**src/hw/led_pwm_pkg.sv**
```systemverilog
package led_pwm_pkg;
  // register offsets
  localparam logic [7:0] OFS_PERIOD = 8'h6C;
  localparam logic [7:0] OFS_PULSE = 8'h6D;
  localparam logic [7:0] OFS_FREQ = 8'h6E;
  localparam logic [7:0] OFS_DUTY = 8'h6F;
  // reset values
  localparam logic [7:0] RST_PERIOD = 8'h00;
  localparam logic [7:0] RST_PULSE = 8'h00;
  localparam logic [7:0] RST_FREQ = 8'h00;
  localparam logic [7:0] RST_DUTY = 8'h00;
  // field positions
  localparam int POS_A_PERIOD = 0;
  localparam int POS_B_PERIOD = 3;
  localparam int POS_A_WIDTH = 0;
  localparam int POS_B_WIDTH = 2;
  localparam int POS_A_DOUBLE = 4;
  localparam int POS_B_DOUBLE = 5;
  localparam int POS_RATE = 0;
  // writable bit masks, other bits read zero
  localparam logic [7:0] MASK_PERIOD = 8'h3F;
  localparam logic [7:0] MASK_PULSE = 8'h3F;
  localparam logic [7:0] MASK_FREQ = 8'h03;
  // timing
  localparam int CLK_HZ = 10_000_000;
  localparam int IND_TICK_US = 62_500;
  localparam int IND_TICK_CYCLES = (CLK_HZ / 1_000_000) * IND_TICK_US;
  localparam int PWM_BASE_HZ = 500;
  localparam int PWM_BASE_CYCLES = CLK_HZ / PWM_BASE_HZ;
  localparam int DUTY_STEPS_LOG2 = 8;
endpackage

```
**src/hw/led_pulse_and_pwm_generator.sv**
```systemverilog
`timescale 1ns/100ps
module led_pulse_and_pwm_generator import led_pwm_pkg::*; #(
  parameter int TICK_CYCLES = IND_TICK_CYCLES,
  parameter int PWM_CYCLES = PWM_BASE_CYCLES
) (
  // clock and reset
  input wire logic clk_i,
  input wire logic rst_i,
  // register port
  input wire logic [7:0] reg_addr_i,
  input wire logic reg_wr_i,
  input wire logic [7:0] reg_wdata_i,
  output logic [7:0] reg_rdata_o,
  // gpio configuration from the gpio block
  input wire logic gpio_is_output_i,
  input wire logic gpio_sel_pwm_i,
  input wire logic gpio_set_i,
  // outputs
  output logic [1:0] ind_o,
  output logic pwm_o,
  output logic gpio_o,
  output logic gpio_oe_o
);
  // elaboration checks
  if (TICK_CYCLES < 1 || TICK_CYCLES >= (1 << 20)) begin : g_chk_tick
    $error("TICK_CYCLES out of range");
  end
  if (PWM_CYCLES < 1 || PWM_CYCLES >= (1 << 21)) begin : g_chk_pwm
    $error("PWM_CYCLES out of range");
  end

  // period in ticks: code n gives 2^n ticks of 62.5 ms
  function automatic logic [7:0] period_ticks(input logic [2:0] code);
    period_ticks = 8'h01 << code;
  endfunction
  // on time in ticks: code n gives 2^n ticks
  function automatic logic [7:0] width_ticks(input logic [1:0] code);
    width_ticks = 8'h01 << code;
  endfunction

  // software registers
  logic [7:0] period_q, period_d;
  logic [7:0] pulse_q, pulse_d;
  logic [7:0] freq_q, freq_d;
  logic [7:0] duty_q, duty_d;
  logic [7:0] rdata_q, rdata_d;

  // register write and read decode
  always_comb begin
    period_d = period_q;
    pulse_d = pulse_q;
    freq_d = freq_q;
    duty_d = duty_q;
    if (reg_wr_i) begin
      case (reg_addr_i)
        OFS_PERIOD: period_d = reg_wdata_i & MASK_PERIOD;
        OFS_PULSE: pulse_d = reg_wdata_i & MASK_PULSE;
        OFS_FREQ: freq_d = reg_wdata_i & MASK_FREQ;
        OFS_DUTY: duty_d = reg_wdata_i;
        default: ;
      endcase
    end
    case (reg_addr_i)
      OFS_PERIOD: rdata_d = period_q;
      OFS_PULSE: rdata_d = pulse_q;
      OFS_FREQ: rdata_d = freq_q;
      OFS_DUTY: rdata_d = duty_q;
      default: rdata_d = 8'h00;
    endcase
  end

  // register storage
  always_ff @(posedge clk_i) begin
    if (rst_i) begin
      period_q <= RST_PERIOD;
      pulse_q <= RST_PULSE;
      freq_q <= RST_FREQ;
      duty_q <= RST_DUTY;
      rdata_q <= 8'h00;
    end else begin
      period_q <= period_d;
      pulse_q <= pulse_d;
      freq_q <= freq_d;
      duty_q <= duty_d;
      rdata_q <= rdata_d;
    end
  end

  // 62.5 ms tick divider
  logic [19:0] tick_cnt_q, tick_cnt_d;
  logic tick;
  always_comb begin
    tick = (tick_cnt_q == 20'(TICK_CYCLES - 1));
    tick_cnt_d = tick ? 20'h00000 : tick_cnt_q + 20'h00001;
  end

  // per channel active settings and phase
  logic [2:0] act_per_q[2], act_per_d[2];
  logic [1:0] act_wid_q[2], act_wid_d[2];
  logic act_dbl_q[2], act_dbl_d[2];
  logic [7:0] phase_q[2], phase_d[2];
  logic [1:0] ind_q, ind_d;
  logic [2:0] sw_per[2];
  logic [1:0] sw_wid[2];
  logic sw_dbl[2];
  logic [7:0] wid[2];
  // on time of the settings held next cycle
  logic [7:0] wid_n[2];
  logic last_tick[2];

  // indicator sequencers
  always_comb begin
    sw_per[0] = period_q[POS_A_PERIOD +: 3];
    sw_per[1] = period_q[POS_B_PERIOD +: 3];
    sw_wid[0] = pulse_q[POS_A_WIDTH +: 2];
    sw_wid[1] = pulse_q[POS_B_WIDTH +: 2];
    sw_dbl[0] = pulse_q[POS_A_DOUBLE];
    sw_dbl[1] = pulse_q[POS_B_DOUBLE];
    for (int c = 0; c < 2; c++) begin
      act_per_d[c] = act_per_q[c];
      act_wid_d[c] = act_wid_q[c];
      act_dbl_d[c] = act_dbl_q[c];
      phase_d[c] = phase_q[c];
      wid[c] = width_ticks(act_wid_q[c]);
      // last tick of the period, or idle channel
      last_tick[c] = (phase_q[c] == period_ticks(act_per_q[c]) - 8'h01)
                     || (act_per_q[c] == 3'h0);
      if (tick) begin
        if (last_tick[c]) begin
          // reload settings at the boundary
          act_per_d[c] = sw_per[c];
          act_wid_d[c] = sw_wid[c];
          act_dbl_d[c] = sw_dbl[c];
          phase_d[c] = 8'h00;
        end else begin
          phase_d[c] = phase_q[c] + 8'h01;
        end
      end
      // output follows next cycle's settings and phase, so pulses last whole ticks
      wid_n[c] = width_ticks(act_wid_d[c]);
      // first pulse, then second pulse when double
      ind_d[c] = (act_per_d[c] != 3'h0) && ((phase_d[c] < wid_n[c])
                 || (act_dbl_d[c] && phase_d[c] >= (wid_n[c] << 1)
                     && phase_d[c] < 8'((wid_n[c] << 1) + wid_n[c])));
    end
  end

  // indicator storage
  always_ff @(posedge clk_i) begin
    if (rst_i) begin
      tick_cnt_q <= 20'h00000;
      ind_q <= 2'h0;
      for (int c = 0; c < 2; c++) begin
        act_per_q[c] <= 3'h0;
        act_wid_q[c] <= 2'h0;
        act_dbl_q[c] <= 1'b0;
        phase_q[c] <= 8'h00;
      end
    end else begin
      tick_cnt_q <= tick_cnt_d;
      ind_q <= ind_d;
      for (int c = 0; c < 2; c++) begin
        act_per_q[c] <= act_per_d[c];
        act_wid_q[c] <= act_wid_d[c];
        act_dbl_q[c] <= act_dbl_d[c];
        phase_q[c] <= phase_d[c];
      end
    end
  end

  // pwm state
  logic [23:0] pwm_cnt_q, pwm_cnt_d;
  logic [1:0] pwm_rate_q, pwm_rate_d;
  logic [7:0] pwm_duty_q, pwm_duty_d;
  logic pwm_q, pwm_d, gpio_q, gpio_d, gpio_oe_q, gpio_oe_d;
  logic [23:0] pwm_len;
  logic [31:0] pwm_prod;
  logic pwm_end;

  // pwm counter and compare
  always_comb begin
    pwm_len = 24'(PWM_CYCLES) << pwm_rate_q;
    pwm_end = (pwm_cnt_q == pwm_len - 24'h000001);
    pwm_cnt_d = pwm_end ? 24'h000000 : pwm_cnt_q + 24'h000001;
    pwm_rate_d = pwm_end ? freq_q[POS_RATE +: 2] : pwm_rate_q;
    pwm_duty_d = pwm_end ? duty_q : pwm_duty_q;
    pwm_prod = 32'(pwm_duty_q) * 32'(pwm_len);
    pwm_d = pwm_cnt_q < pwm_prod[31:DUTY_STEPS_LOG2];
    gpio_oe_d = gpio_is_output_i;
    gpio_d = gpio_is_output_i && (gpio_sel_pwm_i ? pwm_d : gpio_set_i);
  end

  // pwm storage
  always_ff @(posedge clk_i) begin
    if (rst_i) begin
      pwm_cnt_q <= 24'h000000;
      pwm_rate_q <= 2'h0;
      pwm_duty_q <= 8'h00;
      pwm_q <= 1'b0;
      gpio_q <= 1'b0;
      gpio_oe_q <= 1'b0;
    end else begin
      pwm_cnt_q <= pwm_cnt_d;
      pwm_rate_q <= pwm_rate_d;
      pwm_duty_q <= pwm_duty_d;
      pwm_q <= pwm_d;
      gpio_q <= gpio_d;
      gpio_oe_q <= gpio_oe_d;
    end
  end

  // outputs
  assign reg_rdata_o = rdata_q;
  assign ind_o = ind_q;
  assign pwm_o = pwm_q;
  assign gpio_o = gpio_q;
  assign gpio_oe_o = gpio_oe_q;

  // checks
  property p_a_off;
    @(posedge clk_i) disable iff (rst_i)
    (act_per_q[0] == 3'h0) |-> !ind_o[0];
  endproperty
  a_a_off: assert property (p_a_off) else $error("channel a on while off");
  property p_b_off;
    @(posedge clk_i) disable iff (rst_i)
    (act_per_q[1] == 3'h0) |-> !ind_o[1];
  endproperty
  a_b_off: assert property (p_b_off) else $error("channel b on while off");
  property p_phase_range;
    @(posedge clk_i) disable iff (rst_i)
    (act_per_q[0] != 3'h0) |-> phase_q[0] < period_ticks(act_per_q[0]);
  endproperty
  a_phase_range: assert property (p_phase_range) else $error("phase past period");
  property p_a_start_on;
    @(posedge clk_i) disable iff (rst_i)
    (phase_q[0] == 8'h00 && act_per_q[0] != 3'h0) |-> ind_o[0];
  endproperty
  a_a_start_on: assert property (p_a_start_on) else $error("no pulse at start");
  property p_b_gap;
    @(posedge clk_i) disable iff (rst_i)
    (act_per_q[1] != 3'h0 && phase_q[1] >= wid[1] && phase_q[1] < (wid[1] << 1))
      |-> !ind_o[1];
  endproperty
  a_b_gap: assert property (p_b_gap) else $error("gap not off");
  property p_hold;
    @(posedge clk_i) disable iff (rst_i)
    !tick |=> $stable(act_per_q[0]) && $stable(act_wid_q[1]) && $stable(act_dbl_q[0]);
  endproperty
  a_hold: assert property (p_hold) else $error("setting changed mid period");
  property p_pwm_zero;
    @(posedge clk_i) disable iff (rst_i)
    (pwm_duty_q == 8'h00) |=> !pwm_o;
  endproperty
  a_pwm_zero: assert property (p_pwm_zero) else $error("pwm high at zero duty");
  property p_pwm_start;
    @(posedge clk_i) disable iff (rst_i)
    (pwm_cnt_q == 24'h000000 && 32'(pwm_duty_q) * 32'(pwm_len) >= 32'h00000100) |=> pwm_o;
  endproperty
  a_pwm_start: assert property (p_pwm_start) else $error("pwm low at period start");
  property p_route;
    @(posedge clk_i) disable iff (rst_i)
    (gpio_is_output_i && !gpio_sel_pwm_i) |=> gpio_o == $past(gpio_set_i);
  endproperty
  a_route: assert property (p_route) else $error("gpio not software value");
  property p_route_pwm;
    @(posedge clk_i) disable iff (rst_i)
    (gpio_is_output_i && gpio_sel_pwm_i) |=> gpio_o == pwm_o;
  endproperty
  a_route_pwm: assert property (p_route_pwm) else $error("gpio not pwm");
endmodule

```
**config.mk**
```make
export PLATFORM = sky130hd
export DESIGN_NAME = led_pulse_and_pwm_generator
export DESIGN_NICKNAME = d
export VERILOG_FILES = /design/src/hw/led_pwm_pkg.sv /design/src/hw/led_pulse_and_pwm_generator.sv
export SDC_FILE = /design/constraint.sdc
export NUM_CORES = 1
export LEC_CHECK = 0
export ABC_AREA = 1
export BUFFER_PORTS_ARGS = -buffer_cell sky130_fd_sc_hd__buf_2
export CORE_ASPECT_RATIO = 0.7
export CORE_MARGIN = 8
export CORE_UTILIZATION = 56
export DETAILED_ROUTE_END_ITERATION = 8
export PLACE_DENSITY_LB_ADDON = 0.12
export SYNTH_ARGS = -nofsm -noshare
export SYNTH_HDL_FRONTEND = slang
export SYNTH_SLANG_ARGS = --single-unit
```
**constraint.sdc**
```tcl
create_clock -name clk_i -period 17.8 [get_ports clk_i]
set_input_delay 2.67 -clock clk_i [delete_from_list [all_inputs] [get_ports clk_i]]
set_output_delay 2.67 -clock clk_i [all_outputs]
set_load 0.005 [all_outputs]
```
Word-level counts from Yosys, hierarchy flattened. Memory sizes are Yosys's and may differ from the RTL's. Cells that the tools add are included.

Add/sub/neg operators: 9. $mul: 1. $lt $le $gt $ge: 7. Equal/unequal tests: 8. Shift-type cells: 5. Muxes and demuxes: 29. Bitwise gates (word level): 8. Reduce and logical (&&, ||, !) cells: 21.

Operators with widths (count): 8-bit 2-to-1 mux (6); 8-bit by 7-bit equality test with 1-bit output, second input constant (4); 8-bit less-than comparator (4); 8-bit by 24-bit multiplier with 32-bit output (1); 8-bit case mux with 4 select lines (1); 24-bit by 1-bit adder with 24-bit output, second input constant (1); 24-bit equality test (1); 24-bit less-than comparator (1); 15-bit by 2-bit left shift with 24-bit output, first input constant (1); 24-bit by 1-bit subtractor with 24-bit output, second input constant (1); 20-bit by 1-bit adder with 20-bit output, second input constant (1); 20-bit equality test, second input constant (1); 3-bit 2-to-1 mux (6); 8-bit by 1-bit adder with 8-bit output, second input constant (2); 8-bit adder (2); 8-bit equality test (2); 8-bit >= comparator (2); 1-bit by 2-bit left shift with 8-bit output, first input constant (2); 1-bit by 3-bit left shift with 8-bit output, first input constant (2); 8-bit by 1-bit subtractor with 8-bit output, second input constant (2); 2-bit 2-to-1 mux (6); 1-bit 2-to-1 mux (10); 1-bit bitwise OR (8); 2-bit AND reduction (4); other kinds (5) (17).

Bits in registers: 89. RAM bits: 28. Input bits: 22. Memories: 4.

Memories: phase_q (depth 2, width 8, read ports 2, clocked after memory_dff 0, wr ports 2, RTL line led_pulse_and_pwm_generator.sv:101) `logic [7:0] phase_q[2], phase_d[2];`; act_per_q (depth 2, width 3, read ports 2, clocked after memory_dff 0, wr ports 2, RTL line led_pulse_and_pwm_generator.sv:98) `logic [2:0] act_per_q[2], act_per_d[2];`; act_wid_q (depth 2, width 2, read ports 2, clocked after memory_dff 0, wr ports 2, RTL line led_pulse_and_pwm_generator.sv:99) `logic [1:0] act_wid_q[2], act_wid_d[2];`; act_dbl_q (depth 2, width 1, read ports 2, clocked after memory_dff 0, wr ports 2, RTL line led_pulse_and_pwm_generator.sv:100) `logic act_dbl_q[2], act_dbl_d[2];`.

Longest topological paths before layout. An unclocked memory read counts as a cell.

Depth in word-level cells: 13. Gate-level depth with buffers: 33. Depth with buffers taken out: 33.

Least setup slack after synthesis. Ideal clock, no wire load.

Path kind: reg2reg. Start point: reg pwm_rate_q[1]. End point: reg gpio_q (netlist: gpio_o). Data arrival time: 5.487 ns. Data required time: 17.681 ns. Path slack: 12.193 ns. Stages on the path, launching flop included: 32. Buffers on the path: 2. Clock period less this slack: 5.607 ns. Cell sequence: dfxtp_1 > buf_2 > inv_1 > ha_1 > clkbuf_1 > nand2_1 > xor2_1 > ha_1 > inv_1 > fa_1 > inv_1 > fa_1 > inv_1 > fa_1 > inv_1 > ha_1 > a21oi_1 > o21ai_1 > a21oi_1 > o21ai_1 > a21oi_1 > o21ai_1 > nand2_1 > nand2_1 > nand2_1 > nand2_1 > ha_1 > nand2_1 > nor3_1 > o2111ai_1 > nand2_1 > a21oi_1.

Word-level cells in the longest chain between the ends: 5.

RTL lines: start: declaration (RTL line led_pulse_and_pwm_generator.sv:173) `logic [1:0] pwm_rate_q, pwm_rate_d;`; start signal: assignment (RTL line led_pulse_and_pwm_generator.sv:204) `pwm_rate_q <= pwm_rate_d;`; 15-bit by 2-bit left shift with 24-bit output (RTL line led_pulse_and_pwm_generator.sv:182) `pwm_len = 24'(PWM_CYCLES) << pwm_rate_q;`; 8-bit by 24-bit multiplier with 32-bit output (RTL line led_pulse_and_pwm_generator.sv:187) `pwm_prod = 32'(pwm_duty_q) * 32'(pwm_len);`; 24-bit less-than comparator (RTL line led_pulse_and_pwm_generator.sv:188) `pwm_d = pwm_cnt_q < pwm_prod[31:DUTY_STEPS_LOG2];`; 1-bit 2-to-1 mux (RTL line led_pulse_and_pwm_generator.sv:190) `gpio_d = gpio_is_output_i && (gpio_sel_pwm_i ? pwm_d : gpio_set_i);`; 1-bit logical AND (RTL line led_pulse_and_pwm_generator.sv:190); end signal: assignment (RTL line led_pulse_and_pwm_generator.sv:207) `gpio_q <= gpio_d;`; end: declaration (RTL line led_pulse_and_pwm_generator.sv:175) `logic pwm_q, pwm_d, gpio_q, gpio_d, gpio_oe_q, gpio_oe_d;`.

Every way passes these cells. A chain may end at the register's enable or synchronous reset.

Worst setup path after layout. Ends and elaborated chain as after synthesis.

==> reports/results.ini <==
[die]
dieHeight_um = 130
die_x_um = 179
std_cell_rows = 42
coreArea_sq_mm = 0.0186
start_util = 0.563
dieArea_sq_mm = 0.0234
ios = 35

[synth]
avgSynthCellArea_sq_um = 7.17
synth_edf_count = 0
synth_ff_type = dfxtp_1
syn_area_sq_mm = 0.0105
synthArstFlopShare = 0
syn-num-nets = 1657
synth_cell_types = 51
yosys.area.top_type = dfxtp_1
synth_top_area_frac = 0.224
syn_inst = 1460
seq_area_frac_synth = 0.224
ys_seq_elements = 117
synth_warnings = 0
ys_top_cells_by_area = dfxtp_1 (22%), ha_1 (13%), fa_1 (12%)

[timing]
rsz0062_at_grt = false
worst_pin_slew_ns = 1.06
whs_ns = 0.462
setup_viol = 0
max-slew-margin-rel = 0.293
slew_viol_final = 0
fin_crit_sh = 0.376
finClkSkew_ns = 0.0107
fin_crit_ns = 6.70
fin_setup_tns_ns = 0
fmax_mhz = 149
final_hold_viol_count = 0

[worst_setup_path]
required_ns = 18.13
crit_type = reg2reg
arrival_ns = 7.03
max_stage_delay_ns = 0.93
worstPathMaxFanout = 22
critPathSlowestCell = dfxtp_1
end_kind = flop
startpoint_type = flop

[global_routing]
antenna_found_initial = 1
grt_pass1_wl_um = 43500
grt_max_degree = 49
grt_overflow = 0
grt_pass1_vias = 8686
grt_usage = 0.228

[pwr]
p_leak_nw = 5.78
p_per_area_mw_per_mm2 = 54.5
ir_drop_v = 0.0000520
p_total_mw = 0.622

[clock_network]
worstSkewPairLatency_ns = 0.41
htree_levels = 4
cts_tree = yes
path_clk_slew_ns = 0.05
cts_buffers = 17
cts.hold.buffers_added = 0
ctsResizeCount = 0
cts_setup_buffers = 0
cts.sinks = 117
root_buffer = clkbuf_16
cts_buffer_depth = 2

[route]
drtAntennaViolNets = 0
wl_um = 26100
via_count = 9190
dr.pass1.iters = 5
drt-initial-drc-count = 824
drc = 0
wl_per_cell_um = 15.0
vias_per_cell = 5.28

[layout]
post-route-util = 0.614
multi_input_area_sq_mm = 0.00689
area_delta_synth_final_pct = 9.06
final.fill_count = 1736
n_antenna_cell = 0
drive_gt1_frac = 0.0887
register_area_sq_mm = 0.00234
finalNetCount = 1683

[outcome]
status = complete, no violations

[hold_path]
hold_path_class = reg2reg

[placement]
place_hpwl_um = 20700
routabilityCongestion = 1.02
port_buffers = 34

[flow_run]
cap_viol_max_count = 0

-- flip-flops by register name, indices dropped and copies added (netlist names) --
register and cells:
pwm_rate_q 2, tick_cnt_q 20, duty_q 8, reg_rdata_o 8, period_q 6, gpio_oe_o 1, ind_o 2, freq_q 2
act_wid_q 4, pwm_o 1, pwm_cnt_q 24, act_dbl_q 2, gpio_o 1, pulse_q 6, act_per_q 6, pwm_duty_q 8
phase_q 16
-- synthesized netlist by cell type, types with 3 or more instances --
| cell type | count |
|---|---|
| dfxtp_1 | 117 |
| xnor2_1 | 19 |
| a21oi_1 | 95 |
| o21ai_2 | 5 |
| o21a_1 | 4 |
| ha_1 | 113 |
| o21ai_1 | 10 |
| inv_2 | 15 |
| xor2_1 | 37 |
| clkbuf_1 | 15 |
| nand3_2 | 5 |
| nor3b_1 | 4 |
| fa_1 | 62 |
| o21ai_0 | 41 |
| o211ai_1 | 3 |
| o21bai_1 | 3 |
| buf_2 | 15 |
| nor3_2 | 3 |
| nand2_2 | 9 |
| nor3_1 | 19 |
| nand2_1 | 285 |
| nand2_4 | 6 |
| nor4_1 | 14 |
| nor2_1 | 139 |
| nand3_1 | 72 |
| inv_1 | 278 |
| or2_2 | 3 |
| nand4_1 | 27 |
| nor2_2 | 10 |
| nor2_4 | 3 |
| a31oi_1 | 3 |
-- per-stage QoR --
stage	instances	cell area (sq um)	setup slack, ns
finish	1741	11400	11.10
global route	1741	11400	10.65
detailed placement	1709	10800	11.20
CTS	1741	11400	11.18
floorplan	1460	10500	12.19
global placement	1709	10800	11.37
-- placed cells by master (no fill, tap or decap), types with 3 or more instances in the layout --
master | netlist | final
nor2_2 | 10 | 10
o21bai_1 | 3 | 3
nand2_4 | 6 | 6
nand3_1 | 72 | 72
fa_1 | 62 | 62
o211ai_1 | 3 | 3
nor2_4 | 3 | 3
buf_2 | 15 | 34
clkinv_2 | 0 | 5
nand2_1 | 285 | 285
nand4_1 | 27 | 27
or2_2 | 3 | 3
o21ai_2 | 5 | 5
o21ai_0 | 41 | 41
o21ai_1 | 10 | 10
inv_1 | 278 | 278
a31oi_1 | 3 | 3
nand2_2 | 9 | 9
nor3b_1 | 4 | 4
xor2_1 | 37 | 37
nor4_1 | 14 | 14
inv_2 | 15 | 15
dfxtp_1 | 117 | 117
nor3_2 | 3 | 3
nand3_2 | 5 | 5
a21oi_1 | 95 | 95
clkbuf_16 | 0 | 17
clkbuf_8 | 0 | 4
nor3_1 | 19 | 19
o21a_1 | 4 | 4
buf_4 | 0 | 4
ha_1 | 113 | 113
xnor2_1 | 19 | 19
nor2_1 | 139 | 139
-- cell families after synthesis --
kind of cell    synth area share
compound gates            0.0926
buf+inv                    0.119
xor+xnor                  0.0468
fa+ha+maj                  0.253
simple gates               0.264
flops                      0.224
-- power breakdown --
group          internal [mW]  switching, mW  total, mW
clock                  0.220          0.122      0.341
sequential             0.264        0.00122      0.265
combinational        0.00517         0.0109     0.0161
total                  0.489          0.134      0.622
-- layer usage --
layer | vias to the layer above | track usage | share of wire
li1 | 4652 | - | -
met1 | 4184 | 0.335 | 0.51
met2 | 328 | 0.323 | 0.38
met3 | 26 | 0.0685 | 0.094
met4 | 0 | 0.0435 | 0.0094
met5 | - | 0 | 0
-- worst max-delay path: cells and delay by family (launching register included) --
kind | cells | cell delay (ns)
AOI/OAI and AO/OA | 11 | 1.69
adders and majority gates | 7 | 3.04
buffers and inverters | 6 | 0.57
DFF | 1 | 0.93
and+or+nand+nor | 4 | 0.41
-- layout make-up --
cell class,instances,area share
clock buffer,23,0.0427
clock inverter,9,0.00876
inverter,294,0.0966
multi-input combinational,1018,0.603
sequential,117,0.205
tap,242,0.0265
timing repair buffer,38,0.0175
-- final timing paths --
kind / start / end / slack (ns) / depth (start not counted)
min reg2reg: duty_q[7] / duty_q[7] / 0.46 / 2
max: pwm_rate_q[1] / gpio_o / 11.10 / 28
min: duty_q[7] / duty_q[7] / 0.46 / 2
max reg2reg: pwm_rate_q[1] / gpio_o / 11.10 / 28
No activity file was read; power rests on OpenSTA's default activity.
